--- src/rtl/rgm_pkg.sv ---
// constants, speed codes and helpers shared by the reduced gigabit interface block
package rgm_pkg;

    typedef enum logic [1:0] {RGM_SPD_10, RGM_SPD_100, RGM_SPD_1000} rgm_speed_t;

    localparam int unsigned CLK_PERIOD_NS      = 20;
    // half periods of the forwarded transmit clock: 2.5, 25 and 125 MHz
    localparam int unsigned TXC_HALF_10_NS     = 200;
    localparam int unsigned TXC_HALF_100_NS    = 20;
    localparam int unsigned TXC_HALF_1000_NS   = 4;
    // management clock half period, 2.5 MHz
    localparam int unsigned MDC_HALF_NS        = 200;

    localparam int unsigned DIV_W              = 8;
    localparam int unsigned SYNC_STAGES        = 3;

    // management frame layout
    localparam int unsigned MDIO_PREAMBLE      = 32;
    localparam int unsigned MDIO_FRAME_BITS    = 64;
    localparam int unsigned MDIO_RELEASE_BIT   = 46;
    localparam int unsigned MDIO_DATA_FIRST    = 48;
    localparam logic [1:0]  MDIO_START         = 2'h1;
    localparam logic [1:0]  MDIO_OP_READ       = 2'h2;
    localparam logic [1:0]  MDIO_OP_WRITE      = 2'h1;
    localparam logic [1:0]  MDIO_TA_WRITE      = 2'h2;

    // longest time: round down, never below one cycle
    function automatic logic [DIV_W-1:0] half_cycles(input int unsigned ns);
        int unsigned c;
        c = ns / CLK_PERIOD_NS;
        if (c < 1)
        begin
            c = 1;
        end
        half_cycles = DIV_W'(c);
    endfunction

    function automatic logic [DIV_W-1:0] txc_half(input rgm_speed_t spd);
        unique case (spd)
            RGM_SPD_10:   txc_half = half_cycles(TXC_HALF_10_NS);
            RGM_SPD_100:  txc_half = half_cycles(TXC_HALF_100_NS);
            RGM_SPD_1000: txc_half = half_cycles(TXC_HALF_1000_NS);
            default:      txc_half = half_cycles(TXC_HALF_10_NS);
        endcase
    endfunction

endpackage
--- src/rtl/rgm_mgmt_if.sv ---
// request and answer signals between the core and the management engine
`timescale 1ns/100ps
interface rgm_mgmt_if;
    logic        start;
    logic        read;
    logic [4:0]  phy;
    logic [4:0]  regad;
    logic [15:0] wdata;
    logic        busy;
    logic        done;
    logic [15:0] rdata;

    modport ctrl (output start, read, phy, regad, wdata, input busy, done, rdata);
    modport eng  (input start, read, phy, regad, wdata, output busy, done, rdata);
endinterface

--- src/rtl/rgm_mac_if.sv ---
// mac side reduced gigabit media independent interface: tx, rx and management
// Contract
// - fourteen pins, data valid on both edges
// - mac drives tx clock at speed rate; at 1000 the 50 MHz clock gives 25 MHz, not 125 MHz
// - tx bits 3:0 rising, 7:4 falling
// - tx control: enable rising, error falling
// - mac sources the management clock
// - management data line is bidirectional
`timescale 1ns/100ps
module rgm_mac_if (
    input  wire logic                clk,
    input  wire logic                rst_n,
    input  wire rgm_pkg::rgm_speed_t speed,
    input  wire logic                tx_valid,
    input  wire logic [7:0]          tx_data,
    input  wire logic                tx_err,
    output logic                     tx_ready,
    output logic                     txc,
    output logic [3:0]               td,
    output logic                     tx_ctl,
    input  wire logic                rxc,
    input  wire logic [3:0]          rd,
    input  wire logic                rx_ctl,
    output logic [7:0]               rx_data,
    output logic                     rx_valid,
    output logic                     rx_err,
    input  wire logic                mgmt_start,
    input  wire logic                mgmt_read,
    input  wire logic [4:0]          mgmt_phy,
    input  wire logic [4:0]          mgmt_reg,
    input  wire logic [15:0]         mgmt_wdata,
    output logic                     mgmt_busy,
    output logic                     mgmt_done,
    output logic [15:0]              mgmt_rdata,
    output logic                     mdc,
    input  wire logic                mdio_in,
    output logic                     mdio_out,
    output logic                     mdio_oe
);
    logic [rgm_pkg::DIV_W-1:0] tx_div;
    logic [rgm_pkg::DIV_W-1:0] half;
    logic                      tx_tick;
    logic [7:0]                tx_byte;
    logic                      tx_err_q;

    logic [2:0]                rxc_s;
    logic [3:0]                rd_s [3];
    logic [2:0]                ctl_s;
    logic                      rxc_lvl;
    logic                      rx_rise;
    logic                      rx_fall;
    logic [3:0]                rx_lo;
    logic                      rx_dv;

    rgm_mgmt_if mg ();

    // ------------------------------------------------------------
    // transmit clock divider
    // ------------------------------------------------------------
    assign half    = rgm_pkg::txc_half(speed);
    assign tx_tick = (tx_div >= half - 1'b1);
    // byte taken as the rising half begins
    assign tx_ready = tx_tick && !txc;

    always_ff @(posedge clk)
    begin
        if (!rst_n || tx_tick)
            tx_div <= '0;
        else
            tx_div <= tx_div + 1'b1;
    end

    // ------------------------------------------------------------
    // transmit pins, clock and data change together
    // ------------------------------------------------------------
    always_ff @(posedge clk)
    begin
        if (!rst_n)
        begin
            txc      <= 1'b0;
            td       <= 4'h0;
            tx_ctl   <= 1'b0;
            tx_byte  <= 8'h00;
            tx_err_q <= 1'b0;
        end
        else if (tx_tick)
        begin
            txc <= !txc;
            if (!txc)
            begin
                tx_byte  <= tx_valid ? tx_data : 8'h00;
                tx_err_q <= tx_valid && tx_err;
                td       <= tx_valid ? tx_data[3:0] : 4'h0;
                tx_ctl   <= tx_valid;
            end
            else
            begin
                td     <= tx_byte[7:4];
                tx_ctl <= tx_err_q;
            end
        end
    end

    // ------------------------------------------------------------
    // receive synchronisers and edge finder
    // ------------------------------------------------------------
    always_ff @(posedge clk)
    begin
        if (!rst_n)
        begin
            rxc_s <= 3'h0;
            ctl_s <= 3'h0;
            rd_s  <= '{default: 4'h0};
        end
        else
        begin
            rxc_s <= {rxc_s[1:0], rxc};
            ctl_s <= {ctl_s[1:0], rx_ctl};
            rd_s  <= '{rd, rd_s[0], rd_s[1]};
        end
    end

    // edge counts once stages two and three agree
    assign rx_rise = (rxc_s[1] == rxc_s[2]) && rxc_s[2] && !rxc_lvl;
    assign rx_fall = (rxc_s[1] == rxc_s[2]) && !rxc_s[2] && rxc_lvl;

    always_ff @(posedge clk)
    begin
        if (!rst_n)
            rxc_lvl <= 1'b0;
        else if (rx_rise || rx_fall)
            rxc_lvl <= rxc_s[2];
    end

    // ------------------------------------------------------------
    // receive byte assembly
    // ------------------------------------------------------------
    always_ff @(posedge clk)
    begin
        rx_valid <= 1'b0;
        if (!rst_n)
        begin
            rx_lo   <= 4'h0;
            rx_dv   <= 1'b0;
            rx_data <= 8'h00;
            rx_err  <= 1'b0;
        end
        else if (rx_rise)
        begin
            rx_lo <= rd_s[2];
            rx_dv <= ctl_s[2];
        end
        else if (rx_fall)
        begin
            rx_data  <= {rd_s[2], rx_lo};
            rx_valid <= rx_dv;
            rx_err   <= ctl_s[2];
        end
    end

    // ------------------------------------------------------------
    // management engine
    // ------------------------------------------------------------
    assign mg.start   = mgmt_start;
    assign mg.read    = mgmt_read;
    assign mg.phy     = mgmt_phy;
    assign mg.regad   = mgmt_reg;
    assign mg.wdata   = mgmt_wdata;
    assign mgmt_busy  = mg.busy;
    assign mgmt_done  = mg.done;
    assign mgmt_rdata = mg.rdata;

    rgm_mdio_eng u_mdio (
        .clk      (clk),
        .rst_n    (rst_n),
        .m        (mg.eng),
        .mdc      (mdc),
        .mdio_in  (mdio_in),
        .mdio_out (mdio_out),
        .mdio_oe  (mdio_oe)
    );

    // ------------------------------------------------------------
    // checks
    // ------------------------------------------------------------
    logic [rgm_pkg::DIV_W-1:0] run;
    logic                      txc_q;
    logic                      spd_chg;
    rgm_pkg::rgm_speed_t       speed_q;

    localparam logic [rgm_pkg::DIV_W-1:0] DIV_W_ONE = 8'h01;

    always_ff @(posedge clk)
    begin
        if (!rst_n)
        begin
            run     <= '0;
            txc_q   <= 1'b0;
            spd_chg <= 1'b1;
            speed_q <= rgm_pkg::RGM_SPD_10;
        end
        else
        begin
            txc_q   <= txc;
            speed_q <= speed;
            run     <= (txc != txc_q) ? DIV_W_ONE : run + 1'b1;
            if (speed != speed_q)
                spd_chg <= 1'b1;
            else if (txc != txc_q)
                spd_chg <= 1'b0;
        end
    end
    property p_pin_pair;
        @(posedge clk) disable iff (!rst_n) tx_ready |=> txc;
    endproperty
    a_pin_pair: assert property (p_pin_pair) else $error("byte taken without rising tx clock");

    property p_tx_lo;
        @(posedge clk) disable iff (!rst_n)
            tx_ready && tx_valid |=> td == $past(tx_data[3:0]);
    endproperty
    a_tx_lo: assert property (p_tx_lo) else $error("low nibble not on rising edge");

    property p_tx_hi;
        @(posedge clk) disable iff (!rst_n) $fell(txc) |-> td == tx_byte[7:4];
    endproperty
    a_tx_hi: assert property (p_tx_hi) else $error("high nibble not on falling edge");

    property p_tx_en;
        @(posedge clk) disable iff (!rst_n) tx_ready |=> tx_ctl == $past(tx_valid);
    endproperty
    a_tx_en: assert property (p_tx_en) else $error("enable not on rising edge");

    property p_tx_er;
        @(posedge clk) disable iff (!rst_n) $fell(txc) |-> tx_ctl == tx_err_q;
    endproperty
    a_tx_er: assert property (p_tx_er) else $error("error not on falling edge");

    property p_txc_half;
        // the half period of the old speed may still end in the cycle after a change
        @(posedge clk) disable iff (!rst_n) txc != txc_q && !spd_chg && speed == speed_q |-> run == half;
    endproperty
    a_txc_half: assert property (p_txc_half) else $error("tx clock half period wrong");

    property p_txc_10;
        @(posedge clk) disable iff (!rst_n)
            txc != txc_q && !spd_chg && speed == speed_q && speed == rgm_pkg::RGM_SPD_10 |-> run == 8'hA;
    endproperty
    a_txc_10: assert property (p_txc_10) else $error("10 Mbps tx clock not 2.5 MHz");

    property p_rx_byte;
        @(posedge clk) disable iff (!rst_n)
            rx_fall && rx_dv |=> rx_valid && rx_data == {$past(rd_s[2]), $past(rx_lo)};
    endproperty
    a_rx_byte: assert property (p_rx_byte) else $error("receive byte misassembled");

    property p_rx_flags;
        @(posedge clk) disable iff (!rst_n) rx_fall |=> rx_valid == $past(rx_dv) && rx_err == $past(ctl_s[2]);
    endproperty
    a_rx_flags: assert property (p_rx_flags) else $error("receive control misdecoded");

    property p_rx_edge;
        @(posedge clk) disable iff (!rst_n) rx_rise |-> ##1 !rx_rise;
    endproperty
    a_rx_edge: assert property (p_rx_edge) else $error("receive edge counted twice");

    c_tx_frame: cover property (@(posedge clk) disable iff (!rst_n) tx_ready && tx_valid ##1 tx_ctl);
    c_tx_err:   cover property (@(posedge clk) disable iff (!rst_n) $fell(txc) && tx_ctl);
    c_rx_byte:  cover property (@(posedge clk) disable iff (!rst_n) rx_valid && !rx_err);
endmodule

--- src/rtl/rgm_mdio_eng.sv ---
// management clock generator and serial frame engine
`timescale 1ns/100ps
module rgm_mdio_eng (
    input  wire logic  clk,
    input  wire logic  rst_n,
    rgm_mgmt_if.eng    m,
    output logic       mdc,
    input  wire logic  mdio_in,
    output logic       mdio_out,
    output logic       mdio_oe
);
    localparam logic [rgm_pkg::DIV_W-1:0] HALF = rgm_pkg::half_cycles(rgm_pkg::MDC_HALF_NS);

    logic [rgm_pkg::DIV_W-1:0] div;
    logic [5:0]                cnt;
    logic [31:0]               frame;
    logic                      rd_op;
    logic [2:0]                din_s;
    logic                      din_lvl;
    logic                      tick;

    assign tick = (div >= HALF - 1'b1);

    // ------------------------------------------------------------
    // input synchroniser
    // ------------------------------------------------------------
    always_ff @(posedge clk)
    begin
        if (!rst_n)
        begin
            din_s   <= 3'h7;
            din_lvl <= 1'b1;
        end
        else
        begin
            din_s <= {din_s[1:0], mdio_in};
            // a change counts once stages two and three agree
            if (din_s[1] == din_s[2])
                din_lvl <= din_s[2];
        end
    end

    // ------------------------------------------------------------
    // clock divider, runs only during a frame
    // ------------------------------------------------------------
    always_ff @(posedge clk)
    begin
        if (!rst_n || !m.busy || tick)
            div <= '0;
        else
            div <= div + 1'b1;
    end

    // ------------------------------------------------------------
    // frame sequencer
    // ------------------------------------------------------------
    always_ff @(posedge clk)
    begin
        m.done <= 1'b0;
        if (!rst_n)
        begin
            m.busy   <= 1'b0;
            mdc      <= 1'b0;
            cnt      <= '0;
            frame    <= '0;
            rd_op    <= 1'b0;
            mdio_out <= 1'b1;
            mdio_oe  <= 1'b0;
            m.rdata  <= '0;
        end
        else if (!m.busy)
        begin
            if (m.start)
            begin
                m.busy   <= 1'b1;
                cnt      <= '0;
                rd_op    <= m.read;
                frame    <= {rgm_pkg::MDIO_START, m.read ? rgm_pkg::MDIO_OP_READ : rgm_pkg::MDIO_OP_WRITE,
                             m.phy, m.regad, rgm_pkg::MDIO_TA_WRITE, m.wdata};
                mdio_out <= 1'b1;
                mdio_oe  <= 1'b1;
            end
        end
        else if (tick)
        begin
            mdc <= !mdc;
            if (!mdc)
            begin
                // phy drives read data, sampled on the rising edge
                if (rd_op && cnt >= 6'(rgm_pkg::MDIO_DATA_FIRST))
                    m.rdata <= {m.rdata[14:0], din_lvl};
            end
            else if (cnt == 6'(rgm_pkg::MDIO_FRAME_BITS - 1))
            begin
                m.busy  <= 1'b0;
                m.done  <= 1'b1;
                mdio_oe <= 1'b0;
            end
            else
            begin
                cnt <= cnt + 1'b1;
                if (cnt + 1'b1 >= 6'(rgm_pkg::MDIO_PREAMBLE))
                begin
                    mdio_out <= frame[31];
                    frame    <= {frame[30:0], 1'b0};
                end
                // release the line to the phy from the turnaround on a read
                mdio_oe <= !(rd_op && cnt + 1'b1 >= 6'(rgm_pkg::MDIO_RELEASE_BIT));
            end
        end
    end

    // ------------------------------------------------------------
    // checks
    // ------------------------------------------------------------
    property p_mdc_idle;
        @(posedge clk) disable iff (!rst_n) !m.busy |-> !mdc;
    endproperty
    a_mdc_idle: assert property (p_mdc_idle) else $error("mdc toggles outside a frame");

    property p_read_release;
        @(posedge clk) disable iff (!rst_n)
            m.busy && rd_op && cnt >= 6'(rgm_pkg::MDIO_RELEASE_BIT) |-> !mdio_oe;
    endproperty
    a_read_release: assert property (p_read_release) else $error("mac drives mdio in read phase");

    property p_write_drive;
        @(posedge clk) disable iff (!rst_n) m.busy && !rd_op |-> mdio_oe;
    endproperty
    a_write_drive: assert property (p_write_drive) else $error("mac released mdio during write");

    c_read_done: cover property (@(posedge clk) disable iff (!rst_n) m.done && rd_op);
endmodule

--- config.mk ---
export PLATFORM = sky130hd
export DESIGN_NAME = rgm_mac_if
export DESIGN_NICKNAME = d
export VERILOG_FILES = /design/src/rtl/rgm_pkg.sv /design/src/rtl/rgm_mgmt_if.sv /design/src/rtl/rgm_mac_if.sv /design/src/rtl/rgm_mdio_eng.sv
export SDC_FILE = /design/constraint.sdc
export NUM_CORES = 1
export LEC_CHECK = 0
export BUFFER_PORTS_ARGS = -buffer_cell sky130_fd_sc_hd__buf_4
export CORE_MARGIN = 2
export CORE_UTILIZATION = 40
export CTS_BUF_LIST = sky130_fd_sc_hd__clkbuf_16
export DETAILED_ROUTE_END_ITERATION = 10
export PLACE_DENSITY_LB_ADDON = 0.3
export SETUP_SLACK_MARGIN = 0.3
export SLEW_MARGIN = 20
export SYNTH_ARGS = -nofsm -noshare
export SYNTH_HDL_FRONTEND = slang
export SYNTH_SLANG_ARGS = --single-unit
--- constraint.sdc ---
create_clock -name clk -period 4.9 [get_ports clk]
set_clock_uncertainty 0.15 [all_clocks]
set_input_delay 0.245 -clock clk [delete_from_list [all_inputs] [get_ports clk]]
set_output_delay 0.245 -clock clk [all_outputs]
set_load 0.02 [all_outputs]
==> results of run 1 <==
## synth_stat cells, types with 2 or more instances
| cell type | n |
|---|---|
| sky130_fd_sc_hd__inv_1 | 6 |
| sky130_fd_sc_hd__or2_2 | 2 |
| sky130_fd_sc_hd__and2_1 | 19 |
| sky130_fd_sc_hd__a41oi_1 | 2 |
| sky130_fd_sc_hd__ha_1 | 7 |
| sky130_fd_sc_hd__buf_2 | 3 |
| sky130_fd_sc_hd__dfxtp_1 | 125 |
| sky130_fd_sc_hd__o311a_1 | 2 |
| sky130_fd_sc_hd__inv_2 | 2 |
| sky130_fd_sc_hd__xor2_1 | 4 |
| sky130_fd_sc_hd__clkbuf_1 | 20 |
| sky130_fd_sc_hd__or3_1 | 2 |
| sky130_fd_sc_hd__nand3_1 | 17 |
| sky130_fd_sc_hd__buf_8 | 2 |
| sky130_fd_sc_hd__a221oi_1 | 4 |
| sky130_fd_sc_hd__nor2b_1 | 3 |
| sky130_fd_sc_hd__nand2b_1 | 5 |
| sky130_fd_sc_hd__xnor2_1 | 4 |
| sky130_fd_sc_hd__nor3_1 | 7 |
| sky130_fd_sc_hd__buf_4 | 4 |
| sky130_fd_sc_hd__and3_1 | 3 |
| sky130_fd_sc_hd__a21oi_1 | 26 |
| sky130_fd_sc_hd__o211ai_1 | 4 |
| sky130_fd_sc_hd__nor2_1 | 38 |
| sky130_fd_sc_hd__a211oi_1 | 5 |
| sky130_fd_sc_hd__a311oi_1 | 3 |
| sky130_fd_sc_hd__mux2i_1 | 47 |
| sky130_fd_sc_hd__o21ai_0 | 6 |
| sky130_fd_sc_hd__nand2_1 | 91 |
| sky130_fd_sc_hd__o32a_1 | 2 |
| sky130_fd_sc_hd__mux2_2 | 25 |
| sky130_fd_sc_hd__a21oi_2 | 3 |
## stage by stage
stage,area (um2),power (mW)
3_3_place_gp,5800,1.27
4_1_cts,6590,2.47
3_5_place_dp,5800,1.28
2_1_floorplan,5090,1.22
6_report,6610,2.44
5_1_grt,6610,2.55
## cells by family (layout without fill, tap and decap cells)
family | count (synthesis) | in the layout | share of synthesized area [%]
AOI/OAI and AO/OA | 65 | 65 | 9.39
xor gates and xnor gates | 9 | 9 | 1.70
adders and majority gates | 7 | 7 | 1.73
buffers and inverters | 40 | 152 | 3.98
DFF | 125 | 125 | 49.4
muxes | 72 | 72 | 14.8
other | 1 | 7 | 0.0740
and+or+nand+nor | 198 | 198 | 18.9
## sequential cells by signal, indices dropped and copies added (netlist names), 3 cells and up
name,count
ctl_s,3
rd_s,12
rx_data,8
rx_lo,4
rxc_s,3
td,4
tx_byte,4
tx_div,8
u_mdio.cnt,6
u_mdio.din_s,3
u_mdio.div,8
u_mdio.frame,32
u_mdio.m.rdata,16
## area by class of cell
type,count,share of cell area (%)
multi-input combinational,358,36.2
tap,172,3.25
inverter,9,0.549
clock inverter,15,2.01
timing repair buffer,111,13.8
sequential,125,37.8
clock buffer,17,6.43
## report_power, final
| part | switching, mW | total [mW] | internal, mW |
|---|---|---|---|
| combinational | 0.0930 | 0.199 | 0.106 |
| sequential | 0.0238 | 1.08 | 1.05 |
| clock | 0.432 | 1.17 | 0.734 |
## worst max path at each step
stage                                          to  slack [ps]                     start
floorplan                 tx_byte[4]$_SDFFE_PN0P_        2680                  speed[1]
global placement     u_mdio.frame[1]$_SDFFE_PN0P_        2060  u_mdio.m.busy$_SDFF_PN0_
detailed placement   u_mdio.frame[9]$_SDFFE_PN0P_        1990  u_mdio.m.busy$_SDFF_PN0_
CTS                 u_mdio.frame[24]$_SDFFE_PN0P_        1940  u_mdio.m.busy$_SDFF_PN0_
global route        u_mdio.frame[30]$_SDFFE_PN0P_        1860  u_mdio.m.busy$_SDFF_PN0_
finish                      tx_err_q$_SDFFE_PN0P_        2030      tx_div[0]$_SDFF_PP0_
## per-layer routing
layer,wire [um],vias to the layer above,GRT usage [%]
met1,4600,1762,18.5
met4,153,0,7.22
met3,590,10,5.97
li1,-,1975,-
met2,4700,103,25.5
met5,0,-,0
## critical path, cell delays in order (launching register included)
cell and delay, ps:
sky130_fd_sc_hd__dfxtp_1 380, sky130_fd_sc_hd__inv_1 60, sky130_fd_sc_hd__ha_1 290, sky130_fd_sc_hd__or4b_4 520
sky130_fd_sc_hd__a211o_4 400, sky130_fd_sc_hd__nand2b_4 130, sky130_fd_sc_hd__inv_4 60, sky130_fd_sc_hd__nand3_1 90
sky130_fd_sc_hd__dlygate4sd3_1 560, sky130_fd_sc_hd__a21oi_1 70
==> qor.tcl, run 1 <==
set qor(final.setup.tns_ps) 0
set qor(dpl_worst_slack_ps) 1990
set qor(register_area_um2) 2500
set qor(gp_congestion) 0.792
set qor(post-place-cells) 751
set qor(clock_transition_time_at_the_flip_flop_clock_pins_of_the_worst_setup_and_hold_paths_ps) 50
set qor(synth.ff_latch_count) 125
set qor(tritoncts_num_sinks) 125
set qor(area_of_the_multi_input_gates_um2) 2390
set qor(number_of_antenna_diodes) 0
set qor(antenna_found_initial) 0
set qor(pwr_cell_area_nw_per_um2) 369
set qor(status) {complete, no violations}
set qor(crit_path_max_fanout) 7
set qor(synth_top_cells_by_area) {sky130_fd_sc_hd__dfxtp_1 49%, sky130_fd_sc_hd__mux2i_1 9.3%, sky130_fd_sc_hd__nand2_1 6.7%}
set qor(drt_first_pass_iters) 5
set qor(hold_buffers) 23
set qor(max_freq_mhz) 349
set qor(grt_pass1_wl_um) 16600
set qor(postSynthAreaPerCell_um2) 9.80
set qor(tightest_hold_check_type) {in2reg}
set qor(crit-reg2reg-capture) {tx_err_q$_SDFFE_PN0P_}
set qor(synth_edf_count) 0
set qor(cts_resized) 0
set qor(die-height_um) 117
set qor(report.final.slew_viol_count) 0
set qor(post_cts.repair.setup_buffers) 0
set qor(timing_worst_setup_path_type) {reg2reg}
set qor(fin_hold_ws_ps) 39.3
set qor(number_of_nets_with_antenna_violations_after_detailed_routing) 0
set qor(worst_pin_slew_ps) 968
set qor(power.leakage_nw) 2.86
set qor(layout.cells.most_common) {sky130_fd_sc_hd__dfxtp_1}
set qor(timing.reg2reg.worst_path_depth) 9
set qor(syn2layout_area_growth_pct) 30.6
set qor(hold_depth) 3
set qor(layout_setup_ws_ps) 2030
set qor(mostFrequentLayoutCells) {125 x sky130_fd_sc_hd__dfxtp_1, 91 x sky130_fd_sc_hd__nand2_1, 87 x sky130_fd_sc_hd__buf_4}
set qor(min_delay_worst_endpoint) {tx_byte[7]$_SDFFE_PN0P_}
set qor(synth_sequential_area_ratio_pct) 49.4
set qor(layout.cells.non_filler) 807
set qor(routed-via-count) 3850
set qor(finalCritPeriodShare_pct) 58.5
set qor(cts_inserted_buffers) 17
set qor(setup_viol) 0
set qor(grt_setup_unrepaired) {no}
set qor(fp.dieArea_um2) 13600
set qor(core.rowCount) 41
set qor(power.ir.vdd_worst_v) 0.000238
set qor(finalHoldViolations) 0
set qor(reg2reg_from) {tx_div[0]$_SDFF_PP0_}
set qor(slew-limit-headroom_pct) 35.4
set qor(floorplan.io_pins) 87
set qor(drt_first_iter_violations) 198
set qor(mappedNetlistArea_um2) 5060
set qor(port_buffers) 86
set qor(yosysWarningCount) 0
set qor(grt_start_max_net_pins) 85
set qor(globalRoute.totalOverflow) 0
set qor(critical_path.endpoint_type) {register}
set qor(synth_largest_type_area_fraction_pct) 49.4
set qor(core_region_area_um2) 12500
set qor(async_reset_ff_share_pct) 0
set qor(crit_required_ps) 4990
set qor(final_util_pct) 53.1
set qor(cts_htree_levels) 4
set qor(maxCapViolations) 0
set qor(detailed_place_hpwl_um) 6480
set qor(timing.critical_path.arrival_ps) 2960
set qor(netlist_instances) 517
set qor(grt_pass1_vias) 3719
set qor(startpoint_of_the_lowest_slack_hold_path) {tx_valid}
set qor(via_per_inst) 4.77
set qor(die_width_um) 117
set qor(startpoint_type) {register}
set qor(detail_route.wl_per_cell_um) 12.5
set qor(worstSkewPairLatency_ps) 410
set qor(final_period_minus_worst_setup_slack_ps) 2870
set qor(filler_cell_count) 1130
set qor(fin_nets) 678
set qor(grt_use_total_pct) 15.7
set qor(reg2reg_setup_slack_ps) 2030
set qor(drt_drc_violations_left) 0
set qor(synth.lib_cells_used.distinct) 56
set qor(synth_top_cell_by_area) {sky130_fd_sc_hd__dfxtp_1}
set qor(drive_gt1_share_pct) 25.7
set qor(initial_utilization_pct) 40.6
set qor(postRouteWirelength_um) 10100
set qor(cts_root_buffer) {sky130_fd_sc_hd__clkbuf_16}
set qor(cts_tree) {done}
set qor(post_synth_top_flop) {sky130_fd_sc_hd__dfxtp_1}
set qor(clk_path_buf_depth) 2
(Power assumes the default switching activity.)
==> run 2, diff against run 1 <==
--- a/config.mk
+++ b/config.mk
@@ -5,6 +5,7 @@
 export SDC_FILE = /design/constraint.sdc
 export NUM_CORES = 1
 export LEC_CHECK = 0
+export ABC_AREA = 1
 export BUFFER_PORTS_ARGS = -buffer_cell sky130_fd_sc_hd__buf_4
 export CORE_MARGIN = 2
 export CORE_UTILIZATION = 40
==> constraint.sdc (replaced) <==
create_clock -name clk -period 2.81 [get_ports clk]
set_clock_uncertainty 0.15 [all_clocks]
set_input_delay 0.1405 -clock clk [delete_from_list [all_inputs] [get_ports clk]]
set_output_delay 0.1405 -clock clk [all_outputs]
set_load 0.02 [all_outputs]
==> run 2 against run 1 <==
Compared with the run above: die area decreased by 1.1%; synthesized cell count rose by 36%; count of clock-buffer cells in the layout unchanged.
==> qor.tcl, run 2 <==
set qor(finalHoldViolations) 0 ;# unchanged
set qor(synth_edf_count) 0 ;# unchanged
set qor(cts_root_buffer) {sky130_fd_sc_hd__clkbuf_16}
set qor(mostFrequentLayoutCells) {183 x sky130_fd_sc_hd__nand2_1, 128 x sky130_fd_sc_hd__nor2_1, 125 x sky130_fd_sc_hd__dfxtp_1}
set qor(port_buffers) 86 ;# unchanged
set qor(tightest_hold_check_type) {in2reg}
set qor(globalRoute.totalOverflow) 0 ;# unchanged
set qor(largest_register) {u_mdio.frame}
set qor(grt_pass1_wl_um) 17200 ;# +3.7%
set qor(area_of_the_multi_input_gates_um2) 2090 ;# -12%
set qor(core_region_area_um2) 12100 ;# -2.8%
set qor(timing_worst_setup_path_type) {reg2out}
set qor(layout.cells.most_common) {sky130_fd_sc_hd__nand2_1}
set qor(synth.ff_latch_count) 125 ;# unchanged
set qor(number_of_nets_with_antenna_violations_after_detailed_routing) 0 ;# unchanged
set qor(netlist_instances) 705 ;# +36%
set qor(grt_pass1_vias) 4087 ;# +9.9%
set qor(timing.reg2reg.worst_path_depth) 13 ;# +4
set qor(power.leakage_nw) 3.32 ;# +16%
set qor(startpoint_type) {register}
set qor(status) {complete, no violations}
set qor(yosys.area_share.simple_pct) 29.4 ;# +11 points
set qor(drt_first_iter_violations) 245 ;# +24%
set qor(synth_commonest_cells) {184 x sky130_fd_sc_hd__nand2_1, 128 x sky130_fd_sc_hd__nor2_1, 125 x sky130_fd_sc_hd__dfxtp_1, 78 x sky130_fd_sc_hd__inv_1, 45 x sky130_fd_sc_hd__o21ai_0}
set qor(crit_path_max_fanout) 7 ;# unchanged
set qor(synth_top_cells_by_area) {sky130_fd_sc_hd__dfxtp_1 50%, sky130_fd_sc_hd__nand2_1 14%, sky130_fd_sc_hd__nor2_1 9.6%}
set qor(synth_top_cell_by_area) {sky130_fd_sc_hd__dfxtp_1}
set qor(final.setup.tns_ps) 0 ;# unchanged
set qor(synth_compound_gate_area_share_pct) 8.95 ;# -0.44 points
set qor(grt_start_max_net_pins) 76 ;# -11%
set qor(grt_use_total_pct) 16.0 ;# +0.27 points
set qor(slew-limit-headroom_pct) 51.6 ;# +16 points
set qor(synth_sequential_area_ratio_pct) 50.0 ;# +0.59 points
set qor(drt_first_pass_iters) 4 ;# -1
set qor(largest_reg_flops) 32 ;# unchanged
set qor(synth.lib_cells_used.distinct) 28 ;# -50%
set qor(worstSkewPairLatency_ps) 410 ;# about the same
set qor(fin_nets) 898 ;# +32%
set qor(core.rowCount) 40 ;# -2.4%
set qor(via_per_inst) 4.39 ;# -7.9%
set qor(gp_congestion) 0.823 ;# +4.0%
set qor(async_reset_ff_share_pct) 0 ;# unchanged
set qor(antenna_found_initial) 0 ;# unchanged
set qor(mappedNetlistArea_um2) 5000 ;# -1.2%
set qor(pwr_cell_area_nw_per_um2) 626 ;# +69%
set qor(critical_path.endpoint_type) {output port}
set qor(clock_transition_time_at_the_flip_flop_clock_pins_of_the_worst_setup_and_hold_paths_ps) 50 ;# about the same
set qor(layout_setup_ws_ps) 557 ;# -1470 ps
set qor(drt_drc_violations_left) 0 ;# unchanged
set qor(initial_utilization_pct) 41.3 ;# +0.69 points
set qor(post_cts.repair.setup_buffers) 0 ;# unchanged
set qor(yosysWarningCount) 0 ;# unchanged
set qor(dpl_worst_slack_ps) 538 ;# -1450 ps
set qor(hold_depth) 5 ;# +2
set qor(cts_inserted_buffers) 17 ;# unchanged
set qor(yosysMostFrequentCell) {sky130_fd_sc_hd__nand2_1}
set qor(cts_htree_levels) 4 ;# unchanged
set qor(die-height_um) 116 ;# -0.57%
set qor(postSynthAreaPerCell_um2) 7.10 ;# -28%
set qor(post_synth_top_flop) {sky130_fd_sc_hd__dfxtp_1}
set qor(max_freq_mhz) 444
set qor(drive_gt1_share_pct) 15.2 ;# -10 points
set qor(number_of_antenna_diodes) 0 ;# unchanged
set qor(detail_route.wl_per_cell_um) 10.1 ;# -19%
set qor(largestRegisters) {u_mdio.frame (32), u_mdio.m.rdata (16), rd_s (12)}
set qor(syn2layout_area_growth_pct) 36.4
set qor(register_area_um2) 2500 ;# unchanged
set qor(crit_required_ps) 2520 ;# -2470 ps
set qor(worst_pin_slew_ps) 726 ;# -242 ps
set qor(timing.critical_path.arrival_ps) 1960 ;# -1000 ps
set qor(clk_path_buf_depth) 2 ;# unchanged
set qor(detailed_place_hpwl_um) 6290 ;# -2.9%
set qor(final_util_pct) 56.4 ;# +3.3 points
set qor(fp.dieArea_um2) 13400 ;# -1.1%
set qor(area_share_of_xor_xnor_cells_in_the_synthesized_design_pct) 1.05 ;# -0.65 points
set qor(die_width_um) 116 ;# -0.57%
set qor(cts_tree) {done}
set qor(finalCritPeriodShare_pct) 80.2
set qor(floorplan.io_pins) 87 ;# unchanged
set qor(synth_largest_type_area_fraction_pct) 50.0 ;# +0.59 points
set qor(multiplexer_share_of_the_synthesized_area_pct) 0 ;# -15 points
set qor(postRouteWirelength_um) 10300 ;# +2.8%
set qor(power.ir.vdd_worst_v) 0.000429 ;# +80%
set qor(maxCapViolations) 0 ;# unchanged
set qor(synth_top_family_by_area) {simple AND/OR/NAND/NOR gates}
set qor(setup_viol) 0 ;# unchanged
set qor(tritoncts_num_sinks) 125 ;# unchanged
set qor(final_period_minus_worst_setup_slack_ps) 2250
set qor(routed-via-count) 4493 ;# +17%
set qor(filler_cell_count) 1172 ;# +3.7%
set qor(synth_adder_area_share_pct) 1.75 ;# +0.021 points
set qor(grt_setup_unrepaired) {no}
set qor(report.final.slew_viol_count) 0 ;# unchanged
## run 2: path summary, 6_finish.rpt
kind	from	to	slack [ps]
max	tx_div[0]$_SDFF_PP0_	tx_ready	560
max reg2reg	u_mdio.div[1]$_SDFF_PP0_	u_mdio.mdio_out$_SDFFE_PN1P_	610
min	tx_valid	tx_byte[5]$_SDFFE_PN0P_	60
min reg2reg	rd_s[9]$_SDFF_PN0_	rd_s[5]$_SDFF_PN0_	260
## run 2: through the flow
step	instances	area, um2	hold WS [ps]	total power [mW]
after floorplan	711	5030	80.7	2.22
after global placement	942	5810	172	2.35
after detailed placement	942	5810	175	2.35
after CTS	1023	6820	29.3	4.33
after global routing	1023	6830	101	4.48
final	1023	6830	58.2	4.27
## run 2: logic make-up (layout without fill, tap and decap cells)
logic type | count (synthesis) | count (layout)
flip-flops | 125 | 125
adder cells (fa/ha/maj) | 7 | 7
other | 1 | 7
XOR/XNOR | 6 | 6
AND/OR/NAND/NOR | 365 | 365
AO/OA/AOI/OAI | 88 | 88
buffers and inverters | 113 | 257
## run 2: metal layers
metal,up-vias,track usage [%],wire length (um)
met5,-,0,0
met1,1950,18.6,4870
met2,87,27.3,4880
met3,12,4.86,399
met4,0,6.98,172
li1,2444,-,-
## run 2: power by group
part	total (mW)	switching (mW)	internal [mW]	leakage, nW
clock network	1.90	0.720	1.17	0.269
registers	1.90	0.0401	1.86	1.02
logic	0.474	0.262	0.212	2.03
## run 2: what timing repair did
action,4_1_cts,5_1_grt
setup endpoints to repair,0,2
gates resized for setup,0,2
endpoints found under the hold margin,50,0
hold buffers,49,0
## run 2: critical path, cell delays in order (launching register included)
cell and delay (ps):
sky130_fd_sc_hd__dfxtp_1 370, sky130_fd_sc_hd__inv_1 60, sky130_fd_sc_hd__ha_1 280, sky130_fd_sc_hd__nor2_1 90, sky130_fd_sc_hd__nand2_1 50, sky130_fd_sc_hd__o21ai_0 150, sky130_fd_sc_hd__nand2_1 160, sky130_fd_sc_hd__nand2_2 170
sky130_fd_sc_hd__inv_1 60, sky130_fd_sc_hd__buf_4 150
## run 2: cell type report
cell class,instances,share of cell area [%]
clock buffer,17,6.23
tap,168,3.08
sequential,125,36.7
timing repair buffer,143,17.5
inverter,82,4.51
multi-input combinational,473,30.7
clock inverter,15,1.34
==> run 3, diff against run 2 <==
==> constraint.sdc (replaced) <==
create_clock -name clk -period 2.2 [get_ports clk]
set_clock_uncertainty 0.15 [all_clocks]
set_input_delay 0.11 -clock clk [delete_from_list [all_inputs] [get_ports clk]]
set_output_delay 0.11 -clock clk [all_outputs]
set_load 0.02 [all_outputs]
==> run 3 against run 2 <==
Compared with the run above: sequential power is 28% higher; routed wire length increased by 16%; register-to-register slack got worse by 300 ps; highest routed layer unchanged; flip-flop and latch count is the same; first-iteration DRC count rose by 13%.
==> qor.tcl, run 3 (synthesis gave the netlist of run 2 again) <==
set qor(status) {complete, no violations}
set qor(cts_htree_levels) 4 ;# unchanged
set qor(final.setup.tns_ps) 0 ;# unchanged
set qor(max_freq_mhz) 529
set qor(critical_path.slowest_cell) {sky130_fd_sc_hd__dfxtp_2}
set qor(number_of_antenna_diodes) 0 ;# unchanged
set qor(timing_worst_setup_path_type) {reg2reg}
set qor(final_period_minus_worst_setup_slack_ps) 1890
set qor(crit_required_ps) 2350 ;# -170 ps
set qor(timing.critical_path.arrival_ps) 2040 ;# +80 ps
set qor(grt_start_max_net_pins) 53 ;# -30%
set qor(fin_hold_ws_ps) 255 ;# +197 ps
set qor(number_of_nets_with_antenna_violations_after_detailed_routing) 0 ;# unchanged
set qor(maxCapViolations) 0 ;# unchanged
set qor(postRouteWirelength_um) 12000 ;# +16%
set qor(clock_transition_time_at_the_flip_flop_clock_pins_of_the_worst_setup_and_hold_paths_ps) 50 ;# about the same
set qor(reg2reg_setup_slack_ps) 310 ;# -300 ps
set qor(largest_register) {u_mdio.frame}
set qor(crit_path_max_fanout) 7 ;# unchanged
set qor(min_delay_worst_endpoint) {rd_s[4]$_SDFF_PN0_}
set qor(grt_pass1_vias) 4309 ;# +5.4%
set qor(port_buffers) 86 ;# unchanged
set qor(grt_pass1_wl_um) 18900 ;# +9.8%
set qor(slowest_delay_ps) 350 ;# -20 ps
set qor(cts_inserted_buffers) 17 ;# unchanged
set qor(ordered_list_of_cells_on_the_worst_path) {inv_2 > ha_4 > nor2_2 > nand2_1 > nand2_1 > nand2_2 > nand2_4 > nand2_4 > nand3_4 > buf_12 > clkbuf_16 > nand2_2 > nand2_1 > nor2_1}
set qor(tightest_hold_check_type) {reg2reg}
set qor(die-height_um) 116 ;# unchanged
set qor(mostFrequentLayoutCells) {163 x sky130_fd_sc_hd__nand2_1, 119 x sky130_fd_sc_hd__dfxtp_1, 107 x sky130_fd_sc_hd__nor2_1}
set qor(setup_viol) 0 ;# unchanged
set qor(worstSkewPairLatency_ps) 410 ;# about the same
set qor(reg2reg_from) {u_mdio.div[1]$_SDFF_PP0_}
set qor(globalRouteMet2Util_pct) 30.7 ;# +3.4 points
set qor(layout.cells.non_filler) 1037 ;# +1.4%
set qor(startpoint_type) {register}
set qor(post-place-cells) 944 ;# +0.21%
set qor(crit-reg2reg-capture) {u_mdio.frame[6]$_SDFFE_PN0P_}
set qor(detail_route.wl_per_cell_um) 11.5 ;# +14%
set qor(floorplan.io_pins) 87 ;# unchanged
set qor(slew-limit-headroom_pct) 62.4 ;# +11 points
set qor(fp.dieArea_um2) 13400 ;# unchanged
set qor(drt_first_pass_iters) 4 ;# unchanged
set qor(grt_use_total_pct) 17.7 ;# +1.7 points
set qor(largest_reg_flops) 32 ;# unchanged
set qor(pwr_cell_area_nw_per_um2) 785 ;# +25%
set qor(use_met1_pct) 21.0 ;# +2.4 points
set qor(drive_gt1_share_pct) 23.6 ;# +8.4 points
set qor(timing.reg2reg.worst_path_depth) 14 ;# +1
set qor(initial_utilization_pct) 41.3 ;# unchanged
set qor(core_region_area_um2) 12100 ;# unchanged
set qor(critical_path.most_common_cell) {sky130_fd_sc_hd__nand2_1}
set qor(core.rowCount) 40 ;# unchanged
set qor(cts_tree) {done}
set qor(fin_nets) 914 ;# +1.8%
set qor(grtUsageMet3_pct) 4.97 ;# +0.10 points
set qor(globalRoute.totalOverflow) 0 ;# unchanged
set qor(antenna_found_initial) 0 ;# unchanged
set qor(power.ir.vdd_worst_v) 0.000656 ;# +53%
set qor(die_width_um) 116 ;# unchanged
set qor(syn2layout_area_growth_pct) 47.3
set qor(via_per_inst) 4.49 ;# +2.2%
set qor(worst_pin_slew_ps) 564 ;# -162 ps
set qor(routed-via-count) 4656 ;# +3.6%
set qor(tritoncts_num_sinks) 125 ;# unchanged
set qor(power.leakage_nw) 3.51 ;# +5.7%
set qor(clk_path_buf_depth) 2 ;# unchanged
set qor(finalHoldViolations) 0 ;# unchanged
set qor(gr-max-usage-layer) {met2}
set qor(layout.cells.most_common) {sky130_fd_sc_hd__nand2_1}
set qor(hold_depth) 2 ;# -3
set qor(finalCritPeriodShare_pct) 85.9
set qor(drt_first_iter_violations) 276 ;# +13%
set qor(grt_setup_unrepaired) {yes}
set qor(drt_drc_violations_left) 0 ;# unchanged
set qor(report.final.slew_viol_count) 0 ;# unchanged
set qor(largestRegisters) {u_mdio.frame (32), u_mdio.m.rdata (16), rd_s (12)}
set qor(gp_congestion) 0.790 ;# -4.0%
set qor(critical_path.endpoint_type) {register}
set qor(detailed_place_hpwl_um) 6660 ;# +6.0%
set qor(startpoint_of_the_lowest_slack_hold_path) {rd_s[8]$_SDFF_PN0_}
set qor(cts_root_buffer) {sky130_fd_sc_hd__clkbuf_16}
==> run 3: cell types whose count changed in the layout (fill, tap and decap cells not counted), sizes merged <==
cell,delta
clkinv,-1
dlymetal6s4s,+1
dlygate4sd3,-1
clkbuf,+4
buf,+12
inv,-2
bufinv,+1
==> run 3: per-layer routing <==
layer / vias up / routed length (um)
met4: 0 / 75
met5: - / 0
met2: 81 / 6150
met1: 2095 / 5360
li1: 2473 / -
met3: 7 / 378
==> run 3: how the worst max path moves through the flow <==
stage | end | from | depth (start not counted)
finish | u_mdio.frame[6]$_SDFFE_PN0P_ | u_mdio.div[1]$_SDFF_PP0_ | 14
global route | u_mdio.frame[16]$_SDFFE_PN0P_ | u_mdio.div[1]$_SDFF_PP0_ | 14
CTS | u_mdio.frame[19]$_SDFFE_PN0P_ | u_mdio.div[1]$_SDFF_PP0_ | 13
detailed placement | u_mdio.frame[17]$_SDFFE_PN0P_ | u_mdio.div[1]$_SDFF_PP0_ | 13
global placement | tx_div[2]$_SDFF_PP0_ | tx_div[0]$_SDFF_PP0_ | 9
floorplan | u_mdio.frame[17]$_SDFFE_PN0P_ | u_mdio.div[1]$_SDFF_PP0_ | 13
==> run 3: layout make-up <==
class	count	area, um2
clock buffers	17	425
fillers	1051	4740
well taps	168	210
clock inverters	13	110
inverters	82	308
multi-input cells	473	2320
repair buffers	159	1490
flip-flops and latches	125	2510
==> run 3: repair_timing <==
action	4_1_cts	5_1_grt
endpoints found under the setup margin	46	61
cloned	2	5
endpoints found under the hold margin	63	0
hold buffers	49	0
pin swaps	7	17
gates resized for setup	17	67
setup buffers	4	3
==> run 3: per-stage QoR <==
stage          area [um2]  util, %  worst slack [ps]  total power [mW]
2_1_floorplan        5030        -               450              2.84
3_3_place_gp         5850     48.3               250              3.01
3_5_place_dp         5850     48.3               202              3.02
4_1_cts              7020     58.0               302              5.70
5_1_grt              7370     60.9               192              6.07
6_report             7370     60.9               309              5.79
==> run 3: power breakdown <==
group          switching, mW  internal [mW]
clock                  0.923           1.62
sequential            0.0549           2.38
combinational          0.428          0.387
total                   1.41           4.38
==> run 3: critical path: cells and delay by family (launching register included) <==
| kind | cells | cell delay [ps] |
|---|---|---|
| simple gates | 10 | 780 |
| flops | 1 | 350 |
| buf+inv | 3 | 350 |
| fa+ha+maj | 1 | 150 |
